## config.mk

```make
export PLATFORM = sky130hd
export DESIGN_NAME = trdc_cmd
export DESIGN_NICKNAME = d
export VERILOG_FILES = /design/src/trdc_pkg.sv /design/src/trdc_cmd.sv
export SDC_FILE = /design/constraint.sdc
export NUM_CORES = 1
export LEC_CHECK = 0
export BUFFER_PORTS_ARGS = -buffer_cell sky130_fd_sc_hd__buf_2
export CAP_MARGIN = 15
export CORE_MARGIN = 2
export CORE_UTILIZATION = 46
export DETAILED_ROUTE_END_ITERATION = 6
export GPL_ROUTABILITY_DRIVEN = 1
export PLACE_DENSITY = 0.79
export SLEW_MARGIN = 0
export SYNTH_ARGS = -nofsm -noshare
export SYNTH_HDL_FRONTEND = slang
export SYNTH_SLANG_ARGS = --single-unit
```

## constraint.sdc

```tcl
create_clock -name core_clk_i -period 6.2 [get_ports core_clk_i]
set_input_delay 1.24 -clock core_clk_i [delete_from_list [all_inputs] [get_ports core_clk_i]]
set_output_delay 1.24 -clock core_clk_i [all_outputs]
set_load 0.02 [all_outputs]
```

## src/trdc_pkg.sv

```systemverilog
// Constants, types and register layout of the tape rewind and
// diagnostic command block.
// Assumes a single 100 MHz clock domain and an AXI4-Lite master.
package trdc_pkg;

  // ------------------------------------------------------------------
  // Command opcodes and status bytes
  // ------------------------------------------------------------------
  localparam logic [7:0] OP_REWIND = 8'h01; // Rewind command.
  localparam logic [7:0] OP_WRITE  = 8'h0a; // Write command.
  localparam logic [7:0] OP_WFM    = 8'h10; // Write filemarks command.
  localparam logic [7:0] OP_DIAG   = 8'h1d; // Diagnostic command.
  localparam logic [7:0] ST_GOOD   = 8'h00; // Good status byte.
  localparam logic [7:0] ST_CHECK  = 8'h02; // Check Condition byte.

  // ------------------------------------------------------------------
  // Sense codes
  // ------------------------------------------------------------------
  localparam logic [3:0] SK_NONE   = 4'h0; // No sense.
  localparam logic [3:0] SK_MEDIUM = 4'h3; // Medium error on flush.
  localparam logic [3:0] SK_HW     = 4'h4; // Failed self test.
  localparam logic [3:0] SK_ILLEGAL = 4'h5; // Illegal request.
  localparam logic [7:0] ASC_LOCK  = 8'h53; // Removal locked code.
  localparam logic [7:0] ASCQ_LOCK = 8'h02; // Removal locked qual.
  localparam logic [7:0] ASC_FIELD = 8'h24; // Invalid field code.
  localparam logic [7:0] ASCQ_FIELD = 8'h00; // Invalid field qual.

  // ------------------------------------------------------------------
  // Command block field positions
  // ------------------------------------------------------------------
  localparam int IMMED_BIT = 0; // Early status, byte 1.
  localparam int PF_BIT    = 4; // Page format flag, byte 1.
  localparam int MD_BIT    = 7; // Dump request bit, byte 5.

  // ------------------------------------------------------------------
  // Memory dump address space
  // ------------------------------------------------------------------
  localparam logic [15:0] DUMP_MAX   = 16'h97ff; // Last dump address.
  localparam logic [15:0] DUMP_AVAIL = 16'h9064; // Bytes on offer.
  localparam logic [15:0] CHIP_TOP   = 16'h00ff; // End of chip memory.
  localparam logic [15:0] RAM_TOP    = 16'h7fff; // End of external RAM.

  // ------------------------------------------------------------------
  // Register map (byte addresses) and control bits
  // ------------------------------------------------------------------
  localparam logic [7:0] A_CDB_LO = 8'h00; // Command bytes 0 to 3.
  localparam logic [7:0] A_CDB_HI = 8'h04; // Bytes 4, 5; issues.
  localparam logic [7:0] A_CTRL   = 8'h08; // Control bits.
  localparam logic [7:0] A_STAT   = 8'h0c; // Status and sense.
  localparam logic [7:0] A_DUMP   = 8'h10; // Dump data port.
  localparam int CTRL_DISC = 0; // Initiator allows disconnection.
  localparam int CTRL_LOCK = 1; // Medium removal is locked.
  localparam int CTRL_AUTO = 2; // Autoloading is enabled.
  localparam int CTRL_W    = 3; // Implemented control width.
  localparam logic [2:0]  CTRL_RST = 3'h4;  // Autoload on at reset.
  localparam logic [31:0] CDB_RST  = 32'h0; // Command words at reset.
  localparam logic [1:0]  RESP_OK  = 2'b00; // AXI OKAY.
  localparam logic [1:0]  RESP_DEC = 2'b11; // AXI DECERR.

  // ------------------------------------------------------------------
  // Types
  // ------------------------------------------------------------------
  // Sense triple reported after Check Condition.
  typedef struct packed {
    logic [7:0] ascq;
    logic [7:0] asc;
    logic [3:0] key;
  } trdc_sense_t;

  // Layout of the status register, most significant field first.
  typedef struct packed {
    logic        bus_rel;
    logic        pend;
    logic        rew;
    logic        busy;
    trdc_sense_t sense;
    logic [7:0]  status;
  } trdc_stat_t;

  // Command sequencer states.
  typedef enum logic [2:0] {
    S_IDLE  = 3'b000,
    S_DEC   = 3'b001,
    S_FLUSH = 3'b010,
    S_REW   = 3'b011,
    S_DIAG  = 3'b100,
    S_DONE  = 3'b101
  } trdc_state_t;

endpackage : trdc_pkg
```

## src/trdc_cmd.sv

```systemverilog
// Command sequencer for the rewind and diagnostic commands of a
// tape drive, with its AXI4-Lite register slave.
// Assumes the tape mechanics, buffer manager and test engine answer on
// the handshake ports below, all synchronous to core_clk_i.
//
// Summary of operation
// - Rewind opcode moves tape to start
// - Release bus during rewind if allowed
// - Flush buffered writes before rewinding
// - Flush failure gives Check, no rewind
// - Already at start, empty: no motion
// - Hold new commands until rewind ends
// - Discard data of failed write first
// - Early status bit picks status timing
// - Early status: flush, Good, then rewind
// - Diagnostic runs test, Good or Check
// - Locked or no autoload: 5/53/02
// - Page format flag must be zero
// - Dump with test bits: 5/24/00
// - Only tests 100 to 111 accepted
// - Length is dump start, max 97FFh
// - Dump address wraps past 97FFh
// - Dump address selects memory region
// - Dump ends quietly after all bytes
// - Test 100 needs proper setup
// - Test cancels sync, clears trace, locks
module trdc_cmd
  import trdc_pkg::*;
(
  input  wire logic        core_clk_i,   // System clock.
  input  wire logic        rst_b_i,      // Synchronous reset.
  input  wire logic [7:0]  s_awaddr_i,
  input  wire logic        s_awvalid_i,
  output logic             s_awready_o,
  input  wire logic [31:0] s_wdata_i,
  input  wire logic [3:0]  s_wstrb_i,
  input  wire logic        s_wvalid_i,
  output logic             s_wready_o,
  output logic [1:0]       s_bresp_o,
  output logic             s_bvalid_o,
  input  wire logic        s_bready_i,
  input  wire logic [7:0]  s_araddr_i,
  input  wire logic        s_arvalid_i,
  output logic             s_arready_o,
  output logic [31:0]      s_rdata_o,
  output logic [1:0]       s_rresp_o,
  output logic             s_rvalid_o,
  input  wire logic        s_rready_i,
  input  wire logic        at_start_i,   // Tape at start point.
  input  wire logic        buf_pending_i, // Buffer holds data.
  input  wire logic        stale_buf_i,  // Data of a failed write.
  input  wire logic        flush_done_i, // Flush and end mark done.
  input  wire logic        flush_err_i,  // Flush failed.
  input  wire logic        cart_present_i, // Cartridge inserted.
  input  wire logic        test_done_i,  // Self test finished.
  input  wire logic        test_pass_i,  // Self test found no error.
  input  wire logic [7:0]  dump_data_i,  // Byte at dump_addr_o.
  output logic             rewind_req_o, // Keep rewinding.
  output logic             flush_req_o,  // Write buffer and end mark.
  output logic             discard_o,    // Drop buffered data.
  output logic             test_req_o,   // Run selected test.
  output logic [2:0]       test_sel_o,   // Selected test code.
  output logic             sync_cancel_o, // Drop sync agreements.
  output logic             trace_clear_o, // Clear trace tables.
  output logic             unload_dis_o, // Unload button disabled.
  output logic             bus_release_o, // Bus released.
  output logic             status_valid_o, // Status phase pulse.
  output logic [7:0]       status_byte_o, // Status byte.
  output logic [15:0]      dump_addr_o,  // Current dump address.
  output logic [1:0]       dump_region_o // 0 chip, 1 RAM, 2 regs.
);

  // ------------------------------------------------------------------
  // Functions
  // ------------------------------------------------------------------
  // Merges a write into a word under its byte strobes.
  function automatic logic [31:0] merge(input logic [31:0] old,
                                        input logic [31:0] nw,
                                        input logic [3:0]  strb);
    logic [31:0] res;
    res = old;
    for (int i = 0; i < 4; i++) begin
      if (strb[i]) begin
        res[8*i +: 8] = nw[8*i +: 8];
      end
    end
    return res;
  endfunction : merge

  // Builds the sense triple of an illegal field.
  function automatic trdc_sense_t bad_field();
    return '{ascq: ASCQ_FIELD, asc: ASC_FIELD, key: SK_ILLEGAL};
  endfunction : bad_field

  // ------------------------------------------------------------------
  // Declarations
  // ------------------------------------------------------------------
  trdc_state_t state;        // Sequencer state.
  logic [31:0] cdb_lo;       // Command bytes 0 to 3.
  logic [31:0] cdb_hi;       // Command bytes 4 and 5.
  logic [CTRL_W-1:0] ctrl;   // Control bits.
  logic        aw_hold;      // Write address taken.
  logic [7:0]  aw_addr;      // Held write address.
  logic        w_hold;       // Write data taken.
  logic [31:0] w_data;       // Held write data.
  logic [3:0]  w_strb;       // Held strobes.
  logic        cmd_pend;     // Command waits to run.
  logic        rewinding;    // Tape travelling to start.
  logic        immed;        // Early status of current command.
  logic        last_wr;      // Previous command wrote data.
  trdc_sense_t sense;        // Current sense data.
  logic [15:0] dump_left;    // Dump bytes still on offer.
  logic        wr_en;        // Register write this cycle.
  logic        rd_en;        // Register read this cycle.
  logic        dump_rd;      // Read of an available dump byte.
  logic [7:0]  op;           // Opcode byte.
  logic [7:0]  byte1;        // Flags byte.
  logic [15:0] plen;         // Parameter length field.
  logic        md;           // Dump request bit.
  trdc_stat_t  stat;         // Status register view.

  assign op    = cdb_lo[7:0];
  assign byte1 = cdb_lo[15:8];
  assign plen  = {cdb_lo[31:24], cdb_hi[7:0]};
  assign md    = cdb_hi[8 + MD_BIT];

  // ------------------------------------------------------------------
  // AXI4-Lite write channel
  // ------------------------------------------------------------------
  // Address and data are taken in either order; the answer follows
  // one cycle after both are held.
  assign s_awready_o = !aw_hold && !s_bvalid_o;
  assign s_wready_o  = !w_hold && !s_bvalid_o;
  assign wr_en       = aw_hold && w_hold;

  // Holds address and data until the write is performed.
  always_ff @(posedge core_clk_i) begin
    if (!rst_b_i) begin
      aw_hold <= 1'b0;
      w_hold  <= 1'b0;
      aw_addr <= 8'h0;
      w_data  <= 32'h0;
      w_strb  <= 4'h0;
    end else begin
      if (s_awvalid_i && s_awready_o) begin
        aw_hold <= 1'b1;
        aw_addr <= s_awaddr_i;
      end else if (wr_en) begin
        aw_hold <= 1'b0;
      end
      if (s_wvalid_i && s_wready_o) begin
        w_hold <= 1'b1;
        w_data <= s_wdata_i;
        w_strb <= s_wstrb_i;
      end else if (wr_en) begin
        w_hold <= 1'b0;
      end
    end
  end

  // Write response; unmapped or read-only words answer DECERR.
  always_ff @(posedge core_clk_i) begin
    if (!rst_b_i) begin
      s_bvalid_o <= 1'b0;
      s_bresp_o  <= RESP_OK;
    end else if (wr_en) begin
      s_bvalid_o <= 1'b1;
      s_bresp_o  <= (aw_addr == A_CDB_LO || aw_addr == A_CDB_HI ||
                     aw_addr == A_CTRL) ? RESP_OK : RESP_DEC;
    end else if (s_bready_i) begin
      s_bvalid_o <= 1'b0;
    end
  end

  // Command words are frozen while a command waits, so a held command
  // cannot be corrupted; the host polls the pending bit first.
  always_ff @(posedge core_clk_i) begin
    if (!rst_b_i) begin
      cdb_lo <= CDB_RST;
      cdb_hi <= CDB_RST;
      ctrl   <= CTRL_RST;
    end else if (wr_en) begin
      if (aw_addr == A_CDB_LO && !cmd_pend) begin
        cdb_lo <= merge(cdb_lo, w_data, w_strb);
      end
      if (aw_addr == A_CDB_HI && !cmd_pend) begin
        cdb_hi <= merge(cdb_hi, w_data, w_strb) & 32'h0000_ffff;
      end
      if (aw_addr == A_CTRL && w_strb[0]) begin
        ctrl <= w_data[CTRL_W-1:0];
      end
    end
  end

  // A write to the upper command word issues the command.
  always_ff @(posedge core_clk_i) begin
    if (!rst_b_i) begin
      cmd_pend <= 1'b0;
    end else if (wr_en && aw_addr == A_CDB_HI && !cmd_pend) begin
      cmd_pend <= 1'b1;
    end else if (state == S_IDLE && !rewinding) begin
      cmd_pend <= 1'b0;
    end
  end

  // ------------------------------------------------------------------
  // AXI4-Lite read channel
  // ------------------------------------------------------------------
  assign s_arready_o = !s_rvalid_o;
  assign rd_en       = s_arvalid_i && s_arready_o;
  assign dump_rd     = rd_en && s_araddr_i == A_DUMP && dump_left != 0;
  assign stat = '{bus_rel: bus_release_o, pend: cmd_pend,
                  rew: rewinding, busy: state != S_IDLE,
                  sense: sense, status: status_byte_o};

  // Registered read data; a dump read returns the byte and a valid flag.
  always_ff @(posedge core_clk_i) begin
    if (!rst_b_i) begin
      s_rvalid_o <= 1'b0;
      s_rdata_o  <= 32'h0;
      s_rresp_o  <= RESP_OK;
    end else if (rd_en) begin
      s_rvalid_o <= 1'b1;
      s_rresp_o  <= RESP_OK;
      unique case (s_araddr_i)
        A_CDB_LO: s_rdata_o <= cdb_lo;
        A_CDB_HI: s_rdata_o <= cdb_hi;
        A_CTRL:   s_rdata_o <= {29'h0, ctrl};
        A_STAT:   s_rdata_o <= stat;
        A_DUMP:   s_rdata_o <= {23'h0, dump_rd, dump_data_i};
        default: begin
          s_rdata_o <= 32'h0;
          s_rresp_o <= RESP_DEC;
        end
      endcase
    end else if (s_rready_i) begin
      s_rvalid_o <= 1'b0;
    end
  end

  // ------------------------------------------------------------------
  // Memory dump pointer
  // ------------------------------------------------------------------
  // Each dump read of an available byte steps the address; once every available byte has
  // gone, reads return no valid flag and no error is raised.
  always_ff @(posedge core_clk_i) begin
    if (!rst_b_i) begin
      dump_addr_o <= 16'h0;
      dump_left   <= 16'h0;
    end else if (state == S_DEC && op == OP_DIAG && md) begin
      dump_addr_o <= plen;
      dump_left   <= DUMP_AVAIL;
    end else if (dump_rd) begin
      dump_addr_o <= (dump_addr_o == DUMP_MAX) ? 16'h0 :
                     dump_addr_o + 16'h1;
      dump_left   <= dump_left - 16'h1;
    end
  end

  // Memory region of the current dump address.
  always_comb begin
    if (dump_addr_o <= CHIP_TOP) begin
      dump_region_o = 2'd0;
    end else if (dump_addr_o <= RAM_TOP) begin
      dump_region_o = 2'd1;
    end else begin
      dump_region_o = 2'd2;
    end
  end

  // ------------------------------------------------------------------
  // Command sequencer
  // ------------------------------------------------------------------
  assign rewind_req_o  = rewinding;
  assign flush_req_o   = state == S_FLUSH;
  assign test_req_o    = state == S_DIAG;
  assign unload_dis_o  = state == S_DIAG;
  // The bus is released during slow phases if allowed; tests always disconnect.
  assign bus_release_o = (ctrl[CTRL_DISC] &&
                          (state == S_FLUSH || state == S_REW)) ||
                         state == S_DIAG;

  // Main state flow, pulses and status for both commands.
  always_ff @(posedge core_clk_i) begin
    if (!rst_b_i) begin
      state          <= S_IDLE;
      rewinding      <= 1'b0;
      immed          <= 1'b0;
      last_wr        <= 1'b0;
      sense          <= '{ascq: 8'h0, asc: 8'h0, key: SK_NONE};
      status_valid_o <= 1'b0;
      status_byte_o  <= ST_GOOD;
      discard_o      <= 1'b0;
      sync_cancel_o  <= 1'b0;
      trace_clear_o  <= 1'b0;
      test_sel_o     <= 3'h0;
    end else begin
      status_valid_o <= 1'b0;
      discard_o      <= 1'b0;
      sync_cancel_o  <= 1'b0;
      trace_clear_o  <= 1'b0;
      if (rewinding && at_start_i) begin
        rewinding <= 1'b0;
      end
      unique case (state)
        S_IDLE: begin
          // New commands wait here until the tape reaches its start.
          if (cmd_pend && !rewinding) begin
            state <= S_DEC;
            immed <= byte1[IMMED_BIT];
          end
        end
        S_DEC: begin
          last_wr <= op == OP_WRITE || op == OP_WFM;
          sense   <= '{ascq: 8'h0, asc: 8'h0, key: SK_NONE};
          state   <= S_DONE;
          status_byte_o <= ST_CHECK;
          if (op == OP_REWIND) begin
            status_byte_o <= ST_GOOD;
            if (stale_buf_i) begin
              discard_o <= 1'b1;
              state     <= S_REW;
            end else if (last_wr && buf_pending_i) begin
              state <= S_FLUSH;
            end else if (at_start_i && !buf_pending_i) begin
              state <= S_DONE;
            end else begin
              state <= S_REW;
            end
          end else if (op == OP_DIAG) begin
            if (ctrl[CTRL_LOCK] || !ctrl[CTRL_AUTO]) begin
              sense <= '{ascq: ASCQ_LOCK, asc: ASC_LOCK,
                         key: SK_ILLEGAL};
            end else if (byte1[PF_BIT]) begin
              sense <= bad_field();
            end else if (md) begin
              if (byte1[2:0] != 3'b000 || plen > DUMP_MAX) begin
                sense <= bad_field();
              end else begin
                status_byte_o <= ST_GOOD;
              end
            end else if (!byte1[2] || plen != 16'h0) begin
              sense <= bad_field();
            end else if (cart_present_i != byte1[1]) begin
              sense <= bad_field();
            end else begin
              state         <= S_DIAG;
              test_sel_o    <= byte1[2:0];
              sync_cancel_o <= 1'b1;
              trace_clear_o <= 1'b1;
            end
          end else begin
            sense <= bad_field();
          end
        end
        S_FLUSH: begin
          if (flush_err_i) begin
            state         <= S_DONE;
            status_byte_o <= ST_CHECK;
            sense <= '{ascq: 8'h0, asc: 8'h0, key: SK_MEDIUM};
          end else if (flush_done_i) begin
            state <= S_REW;
          end
        end
        S_REW: begin
          // Early status answers now; otherwise wait for the start.
          rewinding <= 1'b1;
          last_wr   <= 1'b0;
          if (immed) begin
            state <= S_DONE;
          end else if (rewinding && at_start_i) begin
            state <= S_DONE;
          end
        end
        S_DIAG: begin
          if (test_done_i) begin
            state         <= S_DONE;
            status_byte_o <= test_pass_i ? ST_GOOD : ST_CHECK;
            if (!test_pass_i) begin
              sense <= '{ascq: 8'h0, asc: 8'h0, key: SK_HW};
            end
          end
        end
        S_DONE: begin
          status_valid_o <= 1'b1;
          state          <= S_IDLE;
        end
        default: state <= S_IDLE;
      endcase
    end
  end
endmodule : trdc_cmd

```

==> results.yml, run 1 <==
pwr:
  p_leak_nw: 3.96
  p_comb_share_pct: 7.9
  power_switching_w: 0.000675
  p_clk_share_pct: 43.4
  cellPowerDensity_nw_per_um2: 268
  power_switching_share_pct: 26.4
  seqPwrFrac_pct: 48.7
  peakVddDrop_mv: 0.262
  internal-power_w: 0.00188
grt:
  grt.total_usage_pct: 24.9
  first_global_vias: 6838
  antenna_found_initial: 0
  grt_overflow: 0
  grt_max_degree: 60
  grt_first_pass_wirelength_mm: 36.0
finish:
  post_route_cells_drive_above_1_share_pct: 18.1
  seq_area_um2: 3680
  nets: 1178
  multi_input_area_um2: 4080
  fillerInstances: 1604
  synthToLayoutAreaGrowth_pct: 17.2
  final_cells: 1339
placement:
  port_buffers: 146
  hpwl_mm: 16.5
  place_inst: 1304
  globalplace.congestion: 0.924
critical_path:
  end_kind: "output port"
  crit_arrival_ps: 1970
  required_ps: 4960
  path_class: "register to output port"
  path_max_fanout: 20
  worstSetupStartpointType: "register"
  r2r_cells: 5
clock_tree:
  clkSinkCount: 184
  cts_setup_buffers: 0
  clkTransAtPathRegs_ps: 80
  postCtsHoldBufs: 0
  cts_resized: 0
  htreeDepth: 4
  ctsRootBufferMaster: "clkbuf_16"
  cts_tree: "yes"
  clock_latency_ps: 440
  numCtsBuffers: 17
  clock_path_buffers: 2
synthesis:
  syn_avg_cell_area_um2: 8.16
  yosysMostFrequentCell: "dfxtp_1"
  synth-seq-cells: 184
  synthFlopType: "dfxtp_1"
  synthTopCellsByArea: "dfxtp_1 45%, nand2_1 8.3%, mux2i_1 5.7%, a21oi_1 5.6%, nand3_1 3.9%"
  synth_area_um2: 8120
  synth_common_cells: "184 x dfxtp_1, 179 x nand2_1, 91 x a21oi_1"
  synth-edff-count: 0
  synth_top_area_share_pct: 45.3
  yosysTopAreaCell: "dfxtp_1"
  syn_inst: 995
  yosysSeqAreaShare_pct: 45.3
  ys_types: 68
  yosysWarnings: 0
  async_flop_share_pct: 0
min_path:
  hp-class: "register to register"
  whs_path_depth: 2
outcome:
  outcome: "finished clean"
floorplanning:
  dieArea_um2: 18700
  die_h_um: 137
  fp-row-count: 48
  coreArea_um2: 17300
  io_pins: 154
  start_util_pct: 47.0
  die_w_um: 137
sta:
  fin_crit_sh_pct: 51.8
  drv_slew: 0
  max_freq_mhz: 311
  finalSetupViolCount: 0
  slew_headroom_pct: 29.2
  finalHoldViolCount: 0
  tightest_slew_ps: 1050
  finalSetupTns_ps: 0
  rsz0062_at_grt: "no"
  skew_ps: 15.1
  period_needed_ps: 3210
drt:
  ant_nets: 0
  vias: 7789
  first_iter_violations: 899
  routedWlPerCell_um: 17.4
  drcViolationCount: 0
  first_pass_iters: 6
  vias_per_cell: 5.82
  routed_wl_mm: 23.3
run:
  max_cap_violations: 0
[metal layers]
metal | vias up | part of all wire (%) | wire length, um | global-route usage (%)
li1 | 3739 | - | - | -
met1 | 3633 | 43 | 9900 | 33.7
met2 | 370 | 46 | 10700 | 38.6
met3 | 47 | 8.7 | 2040 | 5.78
met4 | 0 | 2.9 | 667 | 9.39
met5 | - | 0 | 0 | 0
[path summary, 6_finish.rpt]
path	from	to	slack (ps)
max reg2reg	dump_left[5]	dump_addr_o[6]	3620
max	state[1]	flush_req_o	2990
min reg2reg	s_rdata_o[26]	s_rdata_o[26]	450
min	s_rdata_o[26]	s_rdata_o[26]	450
[metrics by stage]
stage                     power (W)  setup slack [ps]  hold WS, ps  area [um^2]  util (%)
final                       0.00255              2990          446         9520      55.1
after global routing        0.00263              2910          465         9520      55.0
after CTS                   0.00255              2990          450         9490      54.8
after detailed placement    0.00146              2590          440         8880      51.4
after global placement      0.00146              2740          440         8880      51.4
after floorplan             0.00139              3120          432         8150         -
[final cells by class]
type                    instances  area share, %
clock buffers                  19           4.76
multi-input cells             727           42.8
clock inverters                13           1.58
inverters                      15          0.604
repair buffers                155           8.59
diodes                          1         0.0263
well taps                     225           2.96
flip-flops and latches        184           38.7
[flip-flops by register name, indices dropped and copies added (netlist names), 3 cells and up]
| name | cells |
|---|---|
| sense | 5 |
| s_rdata_o | 32 |
| cdb_hi | 16 |
| test_sel_o | 3 |
| w_strb | 4 |
| dump_left | 16 |
| w_data | 32 |
| ctrl | 3 |
| state | 3 |
| dump_addr_o | 16 |
| cdb_lo | 32 |
| aw_addr | 8 |
[logic make-up (layout without fill, tap and decap cells)]
family	Yosys count	count (layout)	share of synthesized area, %
compound gates	220	220	16.3
xor+xnor	11	11	1.19
fa+ha+maj	3	3	0.462
buf+inv	90	202	4.74
flops	184	184	45.3
mux	46	46	5.67
other cells	1	8	0.0462
simple gates	440	440	26.2
[worst max-delay path, stage by stage, from the launching register on]
cell and delay (ps):
dfxtp_1 680, or3b_2 540, inv_1 130, buf_2 180
[cells in the final DEF (no fill, tap or decap), drive strengths merged, types with 8 or more instances in the layout]
cell type / instances
dfxtp: 184
nand2: 179
buf: 155
a21oi: 91
nor2: 72
nand3: 64
o21ai: 55
mux2i: 46
inv: 22
clkbuf: 19
nor3: 17
nor4: 16
nand4: 13
a31oi: 12
o31ai: 11
or4: 11
and2: 9
a22oi: 8
or3: 8
[power groups by stage]
stage                     Clock (W)  Combinational, W  Sequential [W]
after floorplan                   0          0.000132         0.00126
after global placement            0          0.000190         0.00127
after detailed placement          0          0.000193         0.00127
after CTS                   0.00111          0.000196         0.00124
after global routing        0.00116          0.000223         0.00125
final                       0.00111          0.000202         0.00124
Note: power is estimated with default switching activity, not from simulation.
==> run 2, diff against run 1 <==
ABC_AREA = 1   (was not set)
PLACE_DENSITY = 0.81   (was 0.79)
clock period = 2.6 ns   (was 6.2 ns; I/O delays follow)
==> results.yml, run 2 <==
outcome:
  outcome: "finished clean"
critical_path:
  crit_arrival_ps: 1610
  end_kind: "output port"
  worstSetupStartpointType: "register"
  cp_cell_sequence: "nor2_1 -> nand2_1 -> o21ai_0 -> buf_2"
  required_ps: 2080
  crit_buf_inv: 1
  path_max_fanout: 6
  rrSetupSlack_ps: 560
  crit_slowest_cell: "dfxtp_1"
  max_stage_delay_ps: 370
  path_class: "register to output port"
  cp_top_family: "flip-flops"
synthesis:
  syn_avg_cell_area_um2: 6.48
  synthFlopType: "dfxtp_1"
  yosysWarnings: 0
  synthTopCellsByArea: "dfxtp_1 42%, nand2_1 14%, nor2_1 13%, o21ai_0 6.5%, inv_1 5.0%"
  async_flop_share_pct: 0
  synth_area_um2: 8710
  synth_top_area_share_pct: 42.3
  yosysSeqAreaShare_pct: 42.3
  yosysTopAreaCell: "dfxtp_1"
  synth-seq-cells: 184
  yosysMostFrequentCell: "nand2_1"
  ys_types: 36
  synth-edff-count: 0
  syn_inst: 1344
  synth_common_cells: "331 x nand2_1, 305 x nor2_1, 184 x dfxtp_1"
drt:
  first_pass_iters: 5
  ant_nets: 0
  vias: 9122
  drcViolationCount: 0
  routedWlPerCell_um: 14.8
  vias_per_cell: 5.30
  routed_wl_mm: 25.6
  first_iter_violations: 807
finish:
  nets: 1552
  finalCoreUtilization_pct: 54.9
  reg.largest.list: "cdb_lo: 32 flops, s_rdata_o: 32 flops, w_data: 32 flops"
  finish.instance_area_um2: 10200
  layout_commonest_cell: "nand2_1"
  post_route_cells_drive_above_1_share_pct: 14.1
  synthToLayoutAreaGrowth_pct: 17.4
  final_cell_mix: "331 x nand2_1, 305 x nor2_1, 184 x dfxtp_1, 146 x buf_2, 115 x inv_1"
grt:
  antenna_found_initial: 3
  grt_max_degree: 49
  first_global_vias: 8271
  grt_overflow: 0
  grt_first_pass_wirelength_mm: 40.8
  grt.total_usage_pct: 25.6
clock_tree:
  numCtsBuffers: 17
  clkTransAtPathRegs_ps: 80
  clock_latency_ps: 440
  clkSinkCount: 184
  htreeDepth: 4
  ctsRootBufferMaster: "clkbuf_16"
  cts_setup_buffers: 0
  cts_tree: "yes"
  postCtsHoldBufs: 0
  cts_resized: 0
  clock_path_buffers: 2
sta:
  finalSetupTns_ps: 0
  finalSetupViolCount: 0
  tightest_slew_ps: 654
  slew_headroom_pct: 56.4
  period_needed_ps: 2130
  fin_crit_sh_pct: 81.8
  skew_ps: 10.8
  max_freq_mhz: 470
  drv_slew: 0
  finalHoldViolCount: 0
  rsz0062_at_grt: "no"
floorplanning:
  die_h_um: 142
  fp-row-count: 50
  io_pins: 154
  coreArea_um2: 18600
  die_w_um: 142
  start_util_pct: 46.7
  dieArea_um2: 20100
min_path:
  hp-class: "input pin to register"
placement:
  globalplace.congestion: 0.939
  port_buffers: 146
  placed_cell_area_um2: 9630
  hpwl_mm: 18.6
pwr:
  peakVddDrop_mv: 0.499
  p_leak_nw: 4.94
  p_comb_share_pct: 9.2
  cellPowerDensity_nw_per_um2: 605
  power_switching_share_pct: 27.4
  seqPwrFrac_pct: 48.6
  power_switching_w: 0.00169
  p_clk_share_pct: 42.2
  internal-power_w: 0.00449
run:
  max_cap_violations: 0
==> run 2: final cells by class <==
cell class	instances	area, um^2
fillers	1824	8410
inverters	119	447
clock buffers	18	439
multi-input cells	984	4310
well taps	234	293
flip-flops and latches	184	3680
repair buffers	168	896
diodes	1	2.50
clock inverters	14	156
==> run 2: final timing paths <==
check,start,to,cells after the start
max reg2reg,dump_left[0],dump_addr_o[9],12
min reg2reg,s_rdata_o[16],s_rdata_o[16],2
min,s_bready_i,s_bvalid_o,4
max,state[1],bus_release_o,4
==> run 2: routing by layer <==
metal	track usage, %	vias to the layer above	routed length, um
li1	-	4506	-
met1	33.9	4154	11000
met2	41.3	412	11500
met3	6.28	46	2480
met4	8.16	4	577
met5	0	-	27
==> run 2: tightest hold or removal path, cell delays in order <==
cell and delay [ps]:
buf_2 70, inv_1 30, nand2_1 40, a21oi_1 50
==> run 2: kinds of logic after synthesis <==
logic type | share of synthesized area (%)
flops | 42.3
simple gates | 34.7
compound gates | 12.5
buf+inv | 8.50
fa+ha+maj | 0.431
other cells | 0.0430
xor+xnor | 1.51
==> run 2: power groups by stage <==
stage	clock, W	combinational [W]	sequential, W
after floorplan	0	0.000362	0.00307
after global placement	0	0.000554	0.00307
after detailed placement	0	0.000560	0.00307
after CTS	0.00263	0.000563	0.00301
after global routing	0.00274	0.000635	0.00302
final	0.00261	0.000569	0.00301
==> run 2: metrics by stage <==
stage	total power, W	cells	hold slack (ps)	setup WS, ps
5_1_grt	0.00640	1722	337	238
3_5_place_dp	0.00363	1689	453	350
6_report	0.00619	1722	309	474
4_1_cts	0.00620	1721	295	484
3_3_place_gp	0.00362	1689	451	449
2_1_floorplan	0.00343	1350	439	832
